<file path="src/hw/fault_pkg.sv">
// constants, register map and carrier types for the battery fault logic
// assumes a single 20 MHz reference clock and a word-wide bus slave
package fault_pkg;
   localparam int CLK_HZ         = 20_000_000;
   localparam int DEB_TIME_US    = 100;
   localparam int DEB_CYC        = DEB_TIME_US * (CLK_HZ / 1_000_000);
   localparam int TICK_TIME_US   = 100;
   localparam int TICK_CYC       = TICK_TIME_US * (CLK_HZ / 1_000_000);
   localparam int OW_ON_TIME_US  = 10;
   localparam int OW_ON_CYC      = OW_ON_TIME_US * (CLK_HZ / 1_000_000);

   // byte addresses
   localparam logic [7:0] A_PROT_EN  = 8'h00;
   localparam logic [7:0] A_AUTO_SEL = 8'h04;
   localparam logic [7:0] A_POLICY   = 8'h08;
   localparam logic [7:0] A_REC_DLY  = 8'h0C;
   localparam logic [7:0] A_RETRY    = 8'h10;
   localparam logic [7:0] A_OW_INT   = 8'h14;
   localparam logic [7:0] A_OFFSET0  = 8'h20;
   localparam logic [7:0] A_GAIN0    = 8'h30;
   localparam logic [7:0] A_RESULT0  = 8'h40;
   localparam logic [7:0] A_STATUS   = 8'h80;
   localparam logic [7:0] A_OW_STAT  = 8'h84;
   localparam logic [7:0] A_INFO     = 8'h88;

   // policy field encodings
   localparam logic [1:0] POL_AUTO    = 2'h0;
   localparam logic [1:0] POL_HOSTREC = 2'h1;
   localparam logic [1:0] POL_MONITOR = 2'h2;
   // policy register bit positions
   localparam int P_CHG_ON_CUR = 2;
   localparam int P_ALERT_EN   = 3;
   localparam int P_HWOT_EN    = 4;
   // info register bit positions
   localparam int I_ALERT_CLR  = 8;
   localparam int I_RETRY_CLR  = 9;

   // fault flag positions
   localparam int F_OCC  = 2;
   localparam int F_SCD  = 5;
   localparam int F_OW   = 12;
   localparam int F_VREF = 13;
   localparam int F_VSS  = 14;
   localparam int F_REG  = 15;
   localparam logic [15:0] CUR_MASK  = 16'h003C;
   localparam logic [15:0] DIAG_MASK = 16'hF000;

   // reset values
   localparam logic [15:0] GAIN_ONE   = 16'h4000;
   localparam logic [15:0] PROT_RST   = 16'hFFFF;
   localparam logic [15:0] AUTO_RST   = 16'hFFFF;
   localparam logic [15:0] REC_RST    = 16'h2710;
   localparam logic [3:0]  RETRY_RST  = 4'h3;
   localparam logic [15:0] OW_INT_RST = 16'h0000;

   // diagnostic windows on raw converter counts
   localparam logic [15:0] LDO_LO    = 16'h6C00;
   localparam logic [15:0] LDO_HI    = 16'h7400;
   localparam logic [15:0] VSS_MAX   = 16'h0040;
   localparam logic [15:0] OW_LIMIT  = 16'h01F4;

   localparam int NCELL = 7;
   localparam int NCHAN = 12;
   localparam logic [3:0] CH_LDO = 4'hA;
   localparam logic [3:0] CH_VSS = 4'hB;

   typedef enum logic [1:0] {ST_CHECK, ST_RUN, ST_SHUT} state_t;

   typedef struct packed {
      logic [7:0] addr;
      logic       wr;
      logic       act;
   } busPhase_t;

   typedef struct packed {
      logic       valid;
      logic [3:0] chan;
      logic [15:0] data;
   } rawSample_t;
endpackage : fault_pkg

</file>
<file path="src/hw/battery_fault_logic.sv">
// fault handling, trim correction and diagnostics behind an AHB-Lite slave
// assumes converter samples and evaluated conditions come from logic on
// ref_clk; comparator, detector and oscillator-monitor levels are async pins
// Behaviour
// - trim-correct raw readings of channels 0-9, keep channels 10-11 raw, and publish a 16-bit result per channel
// - default current gain gives mA for one milliohm; software may rescale
// - offset and gain stay writable and apply to later corrections
// - per-protection enable plus a per-protection FET action select
// - policies: auto act+recover, auto act host recover, monitor only
// - current faults from comparators, others from converter or logic
// - raw charge-pin detector state readable by the host
// - alert on each debounced detector change when enabled
// - current fault drops discharge FET, charge FET per configuration
// - auto recovery waits programmed delay then re-enables FETs
// - retry counter blocks auto recovery once limit reached
// - periodic open-wire current on all cell inputs, interval programmable
// - sagging floating cell flags open wire on it and cell above
// - diagnostic faults set at once, no alert phase or delay
// - non-recovering diagnostic faults cleared by host command
// - LDO reading outside window raises reference-check fault
// - ground reading off expectation raises ground check fault
// - stack-top reading published for host comparison
// - regulator error raises diagnostic fault, optionally drops FETs
// - oscillator failure sends device to shutdown at once
// - trim check at reset release; error means shutdown
// - hardware overtemperature starts shutdown when enabled
// - entering shutdown loses all register settings
//
// Design decisions made here: the AHB-Lite register port and the placing of the registers.
`timescale 1ns/1ps
module battery_fault_logic (
   input  wire logic                  ref_clk,          // 20 MHz clock
   input  wire logic                  rstn,             // sync reset
   input  wire logic                  hsel,             // slave select
   input  wire logic [31:0]           haddr,            // byte address
   input  wire logic [1:0]            htrans,           // transfer type
   input  wire logic                  hwrite,           // write
   input  wire logic [2:0]            hsize,            // transfer size
   input  wire logic [31:0]           hwdata,           // write data
   input  wire logic                  hready,           // bus ready
   output logic                       hreadyout,        // slave ready
   output logic [31:0]                hrdata,           // read data
   output logic                       hresp,            // always okay
   input  wire fault_pkg::rawSample_t raw,              // converter sample
   input  wire logic [7:0]            evalCond,         // evaluated faults
   input  wire logic [3:0]            cmpOut,           // current comps
   input  wire logic                  regErrPin,        // regulator error
   input  wire logic                  oscFailPin,       // osc monitor
   input  wire logic                  hwOtPin,          // die overtemp
   input  wire logic                  chgDetPin,        // charge-pin det
   input  wire logic                  trimErr,          // trim check error
   output logic                       charge_fet_drive, // charge FET on
   output logic                       discharge_fet_drive, // dsg FET on
   output logic [6:0]                 openWireSink,     // cell sinks on
   output logic                       alert,            // alert, high
   output logic                       shutdownReq       // enter shutdown
);
   import fault_pkg::*;

   // async levels through two flops: cmp[3:0], reg, osc, hwot, chgdet
   logic [7:0]  syncA_q, syncB_q;
   always_ff @(posedge ref_clk) begin
      if (!rstn) begin
         syncA_q <= 8'h00;
         syncB_q <= 8'h00;
      end else begin
         syncA_q <= {cmpOut, regErrPin, oscFailPin, hwOtPin, chgDetPin};
         syncB_q <= syncA_q;
      end
   end
   logic cmpScd, regErr, oscFail, hwOt, chgDet;
   assign regErr  = syncB_q[3];
   assign oscFail = syncB_q[2];
   assign hwOt    = syncB_q[1];
   assign chgDet  = syncB_q[0];

   function automatic logic [15:0] applyTrim(input logic [15:0] r,
         input logic [15:0] off, input logic [15:0] gain);
      logic signed [31:0] p;
      p = $signed(r) * $signed(gain);
      return p[29:14] + off;
   endfunction : applyTrim

   function automatic logic [1:0] trimGroup(input logic [3:0] ch);
      if (ch < 4'h7)       return 2'd0;
      else if (ch == 4'h7) return 2'd1;
      else if (ch == 4'h8) return 2'd2;
      else                 return 2'd3;
   endfunction : trimGroup

   // ---------------- state ----------------
   state_t stateQ;
   logic   goShut;
   always_ff @(posedge ref_clk) begin
      if (!rstn) stateQ <= ST_CHECK;
      else begin
         case (stateQ)
            ST_CHECK: stateQ <= trimErr ? ST_SHUT : ST_RUN;
            ST_RUN:   if (goShut) stateQ <= ST_SHUT;
            ST_SHUT:  stateQ <= ST_SHUT;
            default:  stateQ <= ST_SHUT;
         endcase
      end
   end
   logic clrCfg;
   // shutdown wipes configuration and holds it at reset values
   assign clrCfg = !rstn || stateQ == ST_SHUT;

   // ---------------- bus slave ----------------
   busPhase_t phaseQ;
   logic      wrEn;
   always_ff @(posedge ref_clk) begin
      if (!rstn) phaseQ <= '0;
      else if (hready) begin
         phaseQ.act  <= hsel && htrans[1];
         phaseQ.wr   <= hwrite;
         phaseQ.addr <= haddr[7:0];
      end
   end
   assign wrEn      = phaseQ.act && phaseQ.wr && stateQ != ST_SHUT;
   assign hreadyout = 1'b1;
   assign hresp     = 1'b0;

   function automatic logic wrHit(input busPhase_t ph, input logic we,
         input logic [7:0] a);
      return we && ph.addr == a;
   endfunction : wrHit

   logic [15:0] protEnQ, autoQ, recDlyQ, owIntQ;
   logic [4:0]  policyQ;
   logic [3:0]  retryLimQ;
   logic [15:0] offQ [4];
   logic [15:0] gainQ [4];
   always_ff @(posedge ref_clk) begin
      if (clrCfg) begin
         protEnQ   <= PROT_RST;
         autoQ     <= AUTO_RST;
         policyQ   <= 5'h00;
         recDlyQ   <= REC_RST;
         retryLimQ <= RETRY_RST;
         owIntQ    <= OW_INT_RST;
      end else begin
         if (wrHit(phaseQ, wrEn, A_PROT_EN))  protEnQ <= hwdata[15:0];
         if (wrHit(phaseQ, wrEn, A_AUTO_SEL)) autoQ   <= hwdata[15:0];
         if (wrHit(phaseQ, wrEn, A_POLICY))   policyQ <= hwdata[4:0];
         if (wrHit(phaseQ, wrEn, A_REC_DLY))  recDlyQ <= hwdata[15:0];
         if (wrHit(phaseQ, wrEn, A_RETRY))    retryLimQ <= hwdata[3:0];
         if (wrHit(phaseQ, wrEn, A_OW_INT))   owIntQ  <= hwdata[15:0];
      end
   end

   // trim: gain 0x4000 is unity, so current stays in mA for one milliohm
   always_ff @(posedge ref_clk) begin
      for (int g = 0; g < 4; g++) begin
         if (clrCfg) begin
            offQ[g]  <= 16'h0000;
            gainQ[g] <= GAIN_ONE;
         end else begin
            if (wrHit(phaseQ, wrEn, A_OFFSET0 + 8'(4 * g)))
               offQ[g] <= hwdata[15:0];
            if (wrHit(phaseQ, wrEn, A_GAIN0 + 8'(4 * g)))
               gainQ[g] <= hwdata[15:0];
         end
      end
   end

   // ---------------- processed results ----------------
   logic [15:0] resultQ [NCHAN];
   logic [1:0]  grp;
   assign grp = trimGroup(raw.chan);
   always_ff @(posedge ref_clk) begin
      for (int c = 0; c < NCHAN; c++) begin
         if (!rstn) resultQ[c] <= 16'h0000;
         else if (raw.valid && raw.chan == 4'(c)) begin
            // stack top lands in its own slot for the host sum check
            if (c < 10)
               resultQ[c] <= applyTrim(raw.data, offQ[grp], gainQ[grp]);
            else
               resultQ[c] <= raw.data;
         end
      end
   end

   // diagnostics from converter samples, one-cycle events
   logic vrefBadQ, vssBadQ;
   always_ff @(posedge ref_clk) begin
      if (!rstn) begin
         vrefBadQ <= 1'b0;
         vssBadQ  <= 1'b0;
      end else begin
         vrefBadQ <= raw.valid && raw.chan == CH_LDO &&
                     (raw.data < LDO_LO || raw.data > LDO_HI);
         vssBadQ  <= raw.valid && raw.chan == CH_VSS &&
                     raw.data > VSS_MAX;
      end
   end

   // ---------------- open wire ----------------
   logic [12:0] tickCntQ;
   logic        tick;
   logic [15:0] owCntQ;
   logic [8:0]  owOnQ;
   logic [6:0]  owFlagQ;
   assign tick = tickCntQ == 13'(TICK_CYC - 1);
   always_ff @(posedge ref_clk) begin
      if (!rstn || tick) tickCntQ <= 13'h0000;
      else               tickCntQ <= tickCntQ + 13'h0001;
   end
   // a zero interval leaves the sinks off; each pulse costs cell charge
   always_ff @(posedge ref_clk) begin
      if (clrCfg || owIntQ == 16'h0000) begin
         owCntQ <= 16'h0000;
         owOnQ  <= 9'h000;
      end else begin
         if (tick) begin
            if (owCntQ >= owIntQ - 16'h0001) begin
               owCntQ <= 16'h0000;
               owOnQ  <= 9'(OW_ON_CYC);
            end else owCntQ <= owCntQ + 16'h0001;
         end
         if (owOnQ != 9'h000 && !(tick && owCntQ >= owIntQ - 16'h0001))
            owOnQ <= owOnQ - 9'h001;
      end
   end
   always_ff @(posedge ref_clk) begin
      if (!rstn) openWireSink <= 7'h00;
      else       openWireSink <= (owOnQ != 9'h000) ? 7'h7F : 7'h00;
   end
   logic [6:0] owSet, owClr;
   always_comb begin
      owSet = 7'h00;
      if (raw.valid && raw.chan < 4'(NCELL) && raw.data < OW_LIMIT) begin
         owSet[raw.chan[2:0]] = 1'b1;
         if (raw.chan < 4'(NCELL - 1))
            owSet[raw.chan[2:0] + 3'd1] = 1'b1;
      end
      owClr = wrHit(phaseQ, wrEn, A_OW_STAT) ? hwdata[6:0] : 7'h00;
   end
   always_ff @(posedge ref_clk) begin
      if (clrCfg) owFlagQ <= 7'h00;
      else        owFlagQ <= (owFlagQ & ~owClr) | owSet;
   end

   // ---------------- protection flags ----------------
   logic [15:0] condVec, flagQ, setVec, clrVec;
   logic        recExpire, latched, hostRec;
   assign cmpScd  = syncB_q[7];
   // current tiers from comparators, top four from regulator, converter and open wire, the rest from evaluation
   assign condVec = {regErr, vssBadQ, vrefBadQ, |owFlagQ, evalCond[7:2],
                     cmpScd, syncB_q[6:4], evalCond[1:0]};
   assign setVec  = condVec & protEnQ;
   assign hostRec = wrHit(phaseQ, wrEn, A_STATUS);
   always_comb begin
      clrVec = hostRec ? hwdata[15:0] : 16'h0000;
      if (policyQ[1:0] == POL_AUTO) begin
         clrVec = clrVec | (~condVec & ~CUR_MASK & ~DIAG_MASK);
         if (recExpire) clrVec = clrVec | CUR_MASK;
      end
   end
   always_ff @(posedge ref_clk) begin
      if (clrCfg) flagQ <= 16'h0000;
      else        flagQ <= (flagQ & ~clrVec) | setVec;
   end

   // ---------------- recovery timer and latch ----------------
   logic [15:0] recCntQ;
   logic [3:0]  retryCntQ;
   logic        curFault;
   assign curFault  = |(flagQ & CUR_MASK);
   assign latched   = retryLimQ != 4'h0 && retryCntQ >= retryLimQ;
   assign recExpire = curFault && !latched && policyQ[1:0] == POL_AUTO &&
                      tick && recCntQ >= recDlyQ;
   always_ff @(posedge ref_clk) begin
      if (clrCfg || !curFault || recExpire) recCntQ <= 16'h0000;
      else if (tick && recCntQ != 16'hFFFF) recCntQ <= recCntQ + 16'h0001;
   end
   always_ff @(posedge ref_clk) begin
      if (clrCfg) retryCntQ <= 4'h0;
      else if (wrHit(phaseQ, wrEn, A_INFO) && hwdata[I_RETRY_CLR])
         retryCntQ <= 4'h0;
      else if (recExpire && retryCntQ != 4'hF)
         retryCntQ <= retryCntQ + 4'h1;
   end

   // ---------------- FET drive ----------------
   logic fetAct, dsgOff, chgOff;
   logic [15:0] actFlags;
   assign fetAct   = policyQ[1:0] != POL_MONITOR;
   assign actFlags = flagQ & autoQ;
   assign dsgOff   = fetAct && |actFlags;
   assign chgOff   = fetAct && (|(actFlags & ~CUR_MASK) ||
                     (policyQ[P_CHG_ON_CUR] && |(actFlags & CUR_MASK)));
   always_ff @(posedge ref_clk) begin
      if (!rstn) begin
         charge_fet_drive    <= 1'b0;
         discharge_fet_drive <= 1'b0;
      end else begin
         discharge_fet_drive <= stateQ == ST_RUN && !dsgOff;
         charge_fet_drive    <= stateQ == ST_RUN && !chgOff;
      end
   end

   assign goShut = oscFail || (hwOt && policyQ[P_HWOT_EN]);
   assign shutdownReq = stateQ == ST_SHUT;

   // ---------------- charge-pin detector and alert ----------------
   logic [10:0] debCntQ;
   logic        chgDbQ, dbEdge, alertFlagQ, alertClr;
   assign dbEdge = chgDet != chgDbQ && debCntQ == 11'(DEB_CYC - 1);
   always_ff @(posedge ref_clk) begin
      if (!rstn) begin
         debCntQ <= 11'h000;
         chgDbQ  <= 1'b0;
      end else if (chgDet == chgDbQ) debCntQ <= 11'h000;
      else if (dbEdge) begin
         debCntQ <= 11'h000;
         chgDbQ  <= chgDet;
      end else debCntQ <= debCntQ + 11'h001;
   end
   assign alertClr = wrHit(phaseQ, wrEn, A_INFO) && hwdata[I_ALERT_CLR];
   always_ff @(posedge ref_clk) begin
      if (clrCfg) alertFlagQ <= 1'b0;
      else if (dbEdge && policyQ[P_ALERT_EN]) alertFlagQ <= 1'b1;
      else if (alertClr) alertFlagQ <= 1'b0;
   end
   always_ff @(posedge ref_clk) begin
      if (!rstn) alert <= 1'b0;
      else alert <= alertFlagQ ||
                    (policyQ[1:0] == POL_MONITOR && |flagQ);
   end

   // ---------------- read mux ----------------
   logic [31:0] rdD;
   logic [7:0]  ra;
   always_comb begin
      ra  = haddr[7:0];
      rdD = 32'h0000_0000;
      case (ra)
         A_PROT_EN:  rdD[15:0] = protEnQ;
         A_AUTO_SEL: rdD[15:0] = autoQ;
         A_POLICY:   rdD[4:0]  = policyQ;
         A_REC_DLY:  rdD[15:0] = recDlyQ;
         A_RETRY:    rdD[3:0]  = retryLimQ;
         A_OW_INT:   rdD[15:0] = owIntQ;
         A_STATUS:   rdD[15:0] = flagQ;
         A_OW_STAT:  rdD[6:0]  = owFlagQ;
         A_INFO:     rdD[11:0] = {retryCntQ, alertFlagQ, 2'b00,
                                  charge_fet_drive, discharge_fet_drive,
                                  latched, chgDbQ, chgDet};
         default: begin
            for (int g = 0; g < 4; g++) begin
               if (ra == A_OFFSET0 + 8'(4 * g)) rdD[15:0] = offQ[g];
               if (ra == A_GAIN0 + 8'(4 * g))   rdD[15:0] = gainQ[g];
            end
            for (int c = 0; c < NCHAN; c++)
               if (ra == A_RESULT0 + 8'(4 * c)) rdD[15:0] = resultQ[c];
         end
      endcase
   end
   always_ff @(posedge ref_clk) begin
      if (!rstn) hrdata <= 32'h0000_0000;
      else if (hready && hsel && htrans[1] && !hwrite) hrdata <= rdD;
   end
endmodule : battery_fault_logic

</file>
<file path="config.mk">
export PLATFORM = sky130hd
export DESIGN_NAME = battery_fault_logic
export DESIGN_NICKNAME = d
export VERILOG_FILES = /design/src/hw/fault_pkg.sv /design/src/hw/battery_fault_logic.sv
export SDC_FILE = /design/constraint.sdc
export NUM_CORES = 2
export LEC_CHECK = 0
export ABC_AREA = 0
export BUFFER_PORTS_ARGS = -buffer_cell sky130_fd_sc_hd__buf_2
export CAP_MARGIN = 10
export CORE_MARGIN = 2
export CORE_UTILIZATION = 30
export DETAILED_ROUTE_END_ITERATION = 8
export PLACE_DENSITY = 0.52
export SETUP_SLACK_MARGIN = 0.1
export SLEW_MARGIN = 10
export SYNTH_ARGS = -nofsm -noshare
export SYNTH_HDL_FRONTEND = slang
export SYNTH_SLANG_ARGS = --single-unit
</file>
<file path="constraint.sdc">
create_clock -name ref_clk -period 19.04 [get_ports ref_clk]
set_clock_uncertainty 0.2 [all_clocks]
set_input_delay 0 -clock ref_clk [delete_from_list [all_inputs] [get_ports ref_clk]]
set_output_delay 0 -clock ref_clk [all_outputs]
set_load 0.05 [all_outputs]
</file>
After elaboration in Yosys (flattened, before gate mapping):

Memories as Yosys holds them, arrays and structs flattened.
Cells that the tools add are included.

* word-level logic and storage cells: 387
* bits of input ports: 112
* output and inout port bits: 45
* memories: 3
* memory bits (writable): 320
* register bits: 223

* bitwise gates (word level): 33
* multiply operators: 1
* equality and inequality tests: 67
* $lt $le $gt $ge: 13
* reduce and logical (&&, ||, !) cells: 101
* add/sub/neg operators: 9
* mux-type cells: 131

Memories
* resultQ: words 12, bits a word 16, rd ports 12, clocked after memory_dff 0, wr ports 12, RTL line battery_fault_logic.sv:168 `logic [15:0] resultQ [NCHAN];`
* gainQ: words 4, bits a word 16, rd ports 5, clocked after memory_dff 0, wr ports 4, RTL line battery_fault_logic.sv:133 `logic [15:0] gainQ [4];`
* offQ: words 4, bits a word 16, rd ports 5, clocked after memory_dff 0, wr ports 4, RTL line battery_fault_logic.sv:132 `logic [15:0] offQ [4];`

Operator list (number)
* 2-to-1 mux 16 bit: 43
* equality test 8 x 6 -> 1 bit (second input constant): 16
* equality test 8 x 7 -> 1 bit (second input constant): 12
* 2-to-1 mux 1 bit: 68
* logical AND 1 bit: 61
* AND 16 bit: 3
* equality test 8 bit (second input constant): 6
* one-hot mux 4 bit (9 select lines): 1
* one-hot mux 5 bit (7 select lines): 1
* adder 16 x 1 -> 16 bit (second input constant): 2
* equality test 8 x 4 -> 1 bit (second input constant): 4
* equality test 8 x 5 -> 1 bit (second input constant): 4
* greater-or-equal comparator 16 bit: 2
* OR reduction 16 bit: 2
* multiplier 16 x 16 -> 30 bit: 1
* 2-to-1 mux 7 bit: 4
* 2-to-1 mux 9 bit: 3
* one-hot mux 4 bit (6 select lines): 1
* bitwise OR 1 bit: 20
* adder 16 bit: 1
* equality test 4 x 3 -> 1 bit (second input constant): 4
* equality test 4 bit (second input constant): 4
* equality test 8 x 3 -> 1 bit (second input constant): 2
* greater-than comparator 16 x 15 -> 1 bit (second input constant): 1
* other kinds (53): 89

Longest topological paths before layout:

* depth after elaboration: 22
* gate-level depth with buffers: 44
* depth with buffers taken out: 39

Worst setup path after synthesis:

OpenSTA, ideal clock, no wires.

* kind: in2reg
* start: input port raw[16] in the netlist's numbering
* end: memory resultQ[1][15], in the netlist resultQ[0][31] (data pin)
* arrival time: 8974 ps
* slack: 9596 ps
* library setup time: 270 ps
* cell stages on the path: 36
* required time: 18570 ps
* buffers on the path: 4
* cell sequence: ha_1 -> buf_2 -> a21o_1 -> nand2_1 -> buf_2 -> buf_1 -> mux2i_1 -> a21oi_1 -> clkbuf_1 -> nand2_1 -> fa_1 -> fa_1 -> fa_1 -> fa_1 -> inv_1 -> fa_1 -> inv_1 -> fa_1 -> inv_1 -> ha_1 -> or4_4 -> a2111o_1 -> a41o_1 -> a211oi_1 -> nor2_1 -> a311oi_1 -> nor2_1 -> ha_1 -> a221o_1 -> a22oi_1 -> a31oi_1 -> o21ai_0 -> nand2b_1 -> a31o_2 -> a21oi_4 -> nor3_2

RTL lines
* start: declaration: RTL line battery_fault_logic.sv:44 `input wire fault_pkg::rawSample_t raw,`
* end: declaration: RTL line battery_fault_logic.sv:168

==> results.txt <==
Critical Path AT - 11.21 ns
Crit-path slowest cell - xor2_1
Worst-Margin Slew - 1.348 ns
status - complete, no violations
CP endpoint kind - flop
f_max - 0.09035 GHz
clk sink count - 537
most common flop cell mapped by yosys - edfxtp_1
cts hold-fix bufs - 114
Initial DRT Pass Iterations - 7
std cell rows - 126
Setup WS pre-CTS - 7.883 ns
fin crit period - 11.07 ns
worst hold path class - in -> reg
largest net degree at the start of global routing - 62
final WL - 129200 um
number of H-tree levels - 2
# setup viols final - 0
Final Hold Fails - 0
HPWL Detailed - 90590 um
Finished Core Util - 0.3484
Syn Area/Cell - 9.594 sq um
Synth area leaders - edfxtp_1, fa_1, dfxtp_1
die area - 0.1219 sq mm
synthesized area - 0.03575 sq mm
Warnings, synthesis - 0
CP startpoint kind - input port
Finished Cell Area - 0.04113 sq mm
DRC violations left - 0
Max Transition Viols Final - 0
Slew HR - 0.09163
drt wl/cell - 23.66 um
setup bufs post-CTS - 0
Initial Util - 0.3027
root buffer cell - clkbuf_16
Area after DPL - 0.03802 sq mm
classification of the worst setup path - in -> reg
GP Congestion - 0.8991
clock buffer depth - 3
fin worst setup slack - 7.972 ns
IO Port Bufs - 94
cts bufs inserted - 57
Setup TNS - 0 ns
vias per cell - 5.301
Synth area leader - edfxtp_1
crit path max fanout - 52
most used cell, CP - fa_1
ys async rst share - 0
vias in the first global route - 28350
RSZ-0062 raised after global routing - false
Die W - 349.2 um
register clock-pin slew on the reported worst setup and hold paths - 0.06 ns
Post-DRT Antenna Nets - 0
register area share after synthesis - 0.3904
Worst-Skew Late Latency - 0.64 ns
initial antenna violation count - 8
die height - 349.2 um
Post-Syn Instances - 3726
Ports - 157
gr usage total - 0.2087
Crit path required time - 19.18 ns
core area - 0.1181 sq mm
# nets final - 4367
CTS resizes - 0
fin crit share - 0.5813
Post-synth EDFFs - 320
first-pass GRT wire length - 189900 um
layout cells sized above 1 - 0.08580
global route overflow - 0
Max stage delay on crit path - 0.87 ns
CTS tree - built
max-cap violations - 0
Area Overhead vs Synth - 15.08%
Yosys reg bits - 537
post-synth top area share - 0.2688
Unique masters post-synth - 90
Iter 0 DRT Violations - 3203
total number of vias - 28940
[final cells by class]
type	instances	area [sq um]
clock buffers	77	1637
well taps	1536	1922
clock inverters	29	320.3
multi-input cells	2635	19710
inverters	337	1265
fillers	11990	76950
flip-flops and latches	537	13950
diodes	8	20.02
repair buffers	301	2310
[per-stage QoR]
| step | std cells | hold slack [ns] |
|---|---|---|
| 2_1_floorplan | 3742 | -0.07489 |
| 3_3_place_gp | 5232 | 0.006472 |
| 3_5_place_dp | 5232 | 0.01021 |
| 4_1_cts | 5452 | 0.07408 |
| 5_1_grt | 5452 | 0.1552 |
| 6_report | 5460 | 0.1270 |
[logic make-up after synthesis]
kind of cell               share of synthesized area
AOI/OAI and AO/OA                             0.1222
xor gates and xnor gates                     0.02660
adders and majority gates                     0.1872
buffers and inverters                        0.06273
DFF                                           0.3904
muxes                                        0.02188
other                                      0.0002101
and+or+nand+nor                               0.1888
[Yosys cell counts (all sizes together) (9+ instances only)]
master	n
a211oi	16
a21boi	10
a21o	36
a21oi	164
a221oi	39
a222oi	10
a22o	10
a22oi	52
a31oi	28
and2	231
and3	54
buf	43
clkbuf	190
dfxtp	217
edfxtp	320
fa	248
ha	138
inv	335
mux2i	68
nand2	395
nand2b	27
nand3	102
nand4	17
nor2	375
nor2b	71
nor3	40
nor4	22
o211ai	14
o21ai	139
o221ai	30
o22ai	25
or2	9
or3	16
xnor2	52
xor2	54
[layer usage]
metal | global-route usage | wire, um | part of all wire
met3 | 0.02688 | 10910 | 0.084
met1 | 0.2862 | 54490 | 0.42
met2 | 0.3352 | 58340 | 0.45
met5 | 0 | 0 | 0
met4 | 0.07785 | 5464 | 0.042
[flip-flops by register name, indices dropped and copies added (netlist names), 5 cells and up]
register / cells
autoQ: 16
debCntQ: 11
flagQ: 16
gainQ: 64
hrdata: 16
offQ: 64
owCntQ: 16
owFlagQ: 7
owIntQ: 16
owOnQ: 9
phaseQ: 10
policyQ: 5
protEnQ: 16
recCntQ: 16
recDlyQ: 16
resultQ: 192
syncA_q: 8
syncB_q: 8
tickCntQ: 13
[path summary, 6_finish.rpt]
kind,depth (start not counted),slack (ns),endpoint,start
worst max-delay path,37,7.97,resultQ[2][12],raw[17]
worst min-delay path,6,0.13,hrdata[7],haddr[5]
worst max register to register,28,9.11,resultQ[2][12],gainQ[2][5]
worst min register to register,1,0.23,syncB_q[0],syncA_q[0]
[worst max-delay path, delay by kind of cell]
| kind | cells | cell delay [ns] |
|---|---|---|
| adder cells (fa/ha/maj) | 9 | 3.75 |
| multiplexers | 1 | 0.27 |
| AND/OR/NAND/NOR | 8 | 1.52 |
| XOR/XNOR | 1 | 0.87 |
| AO/OA/AOI/OAI | 8 | 2.31 |
| buffers and inverters | 10 | 2.41 |
[layout by cell type, fill, tap and decap left out, types with 94 or more instances in the layout]
cell type      instances
edfxtp_1             320
o21ai_0              119
a21oi_1              163
nor2_1               368
fa_1                 248
dlygate4sd3_1        114
inv_1                335
dfxtp_1              217
buf_2                 94
ha_1                 138
and2_1               231
nand2_1              393
nand3_1              102
Power is not shown: default switching activity piles up to over one toggle a cycle in this logic, so the estimate is an artifact.
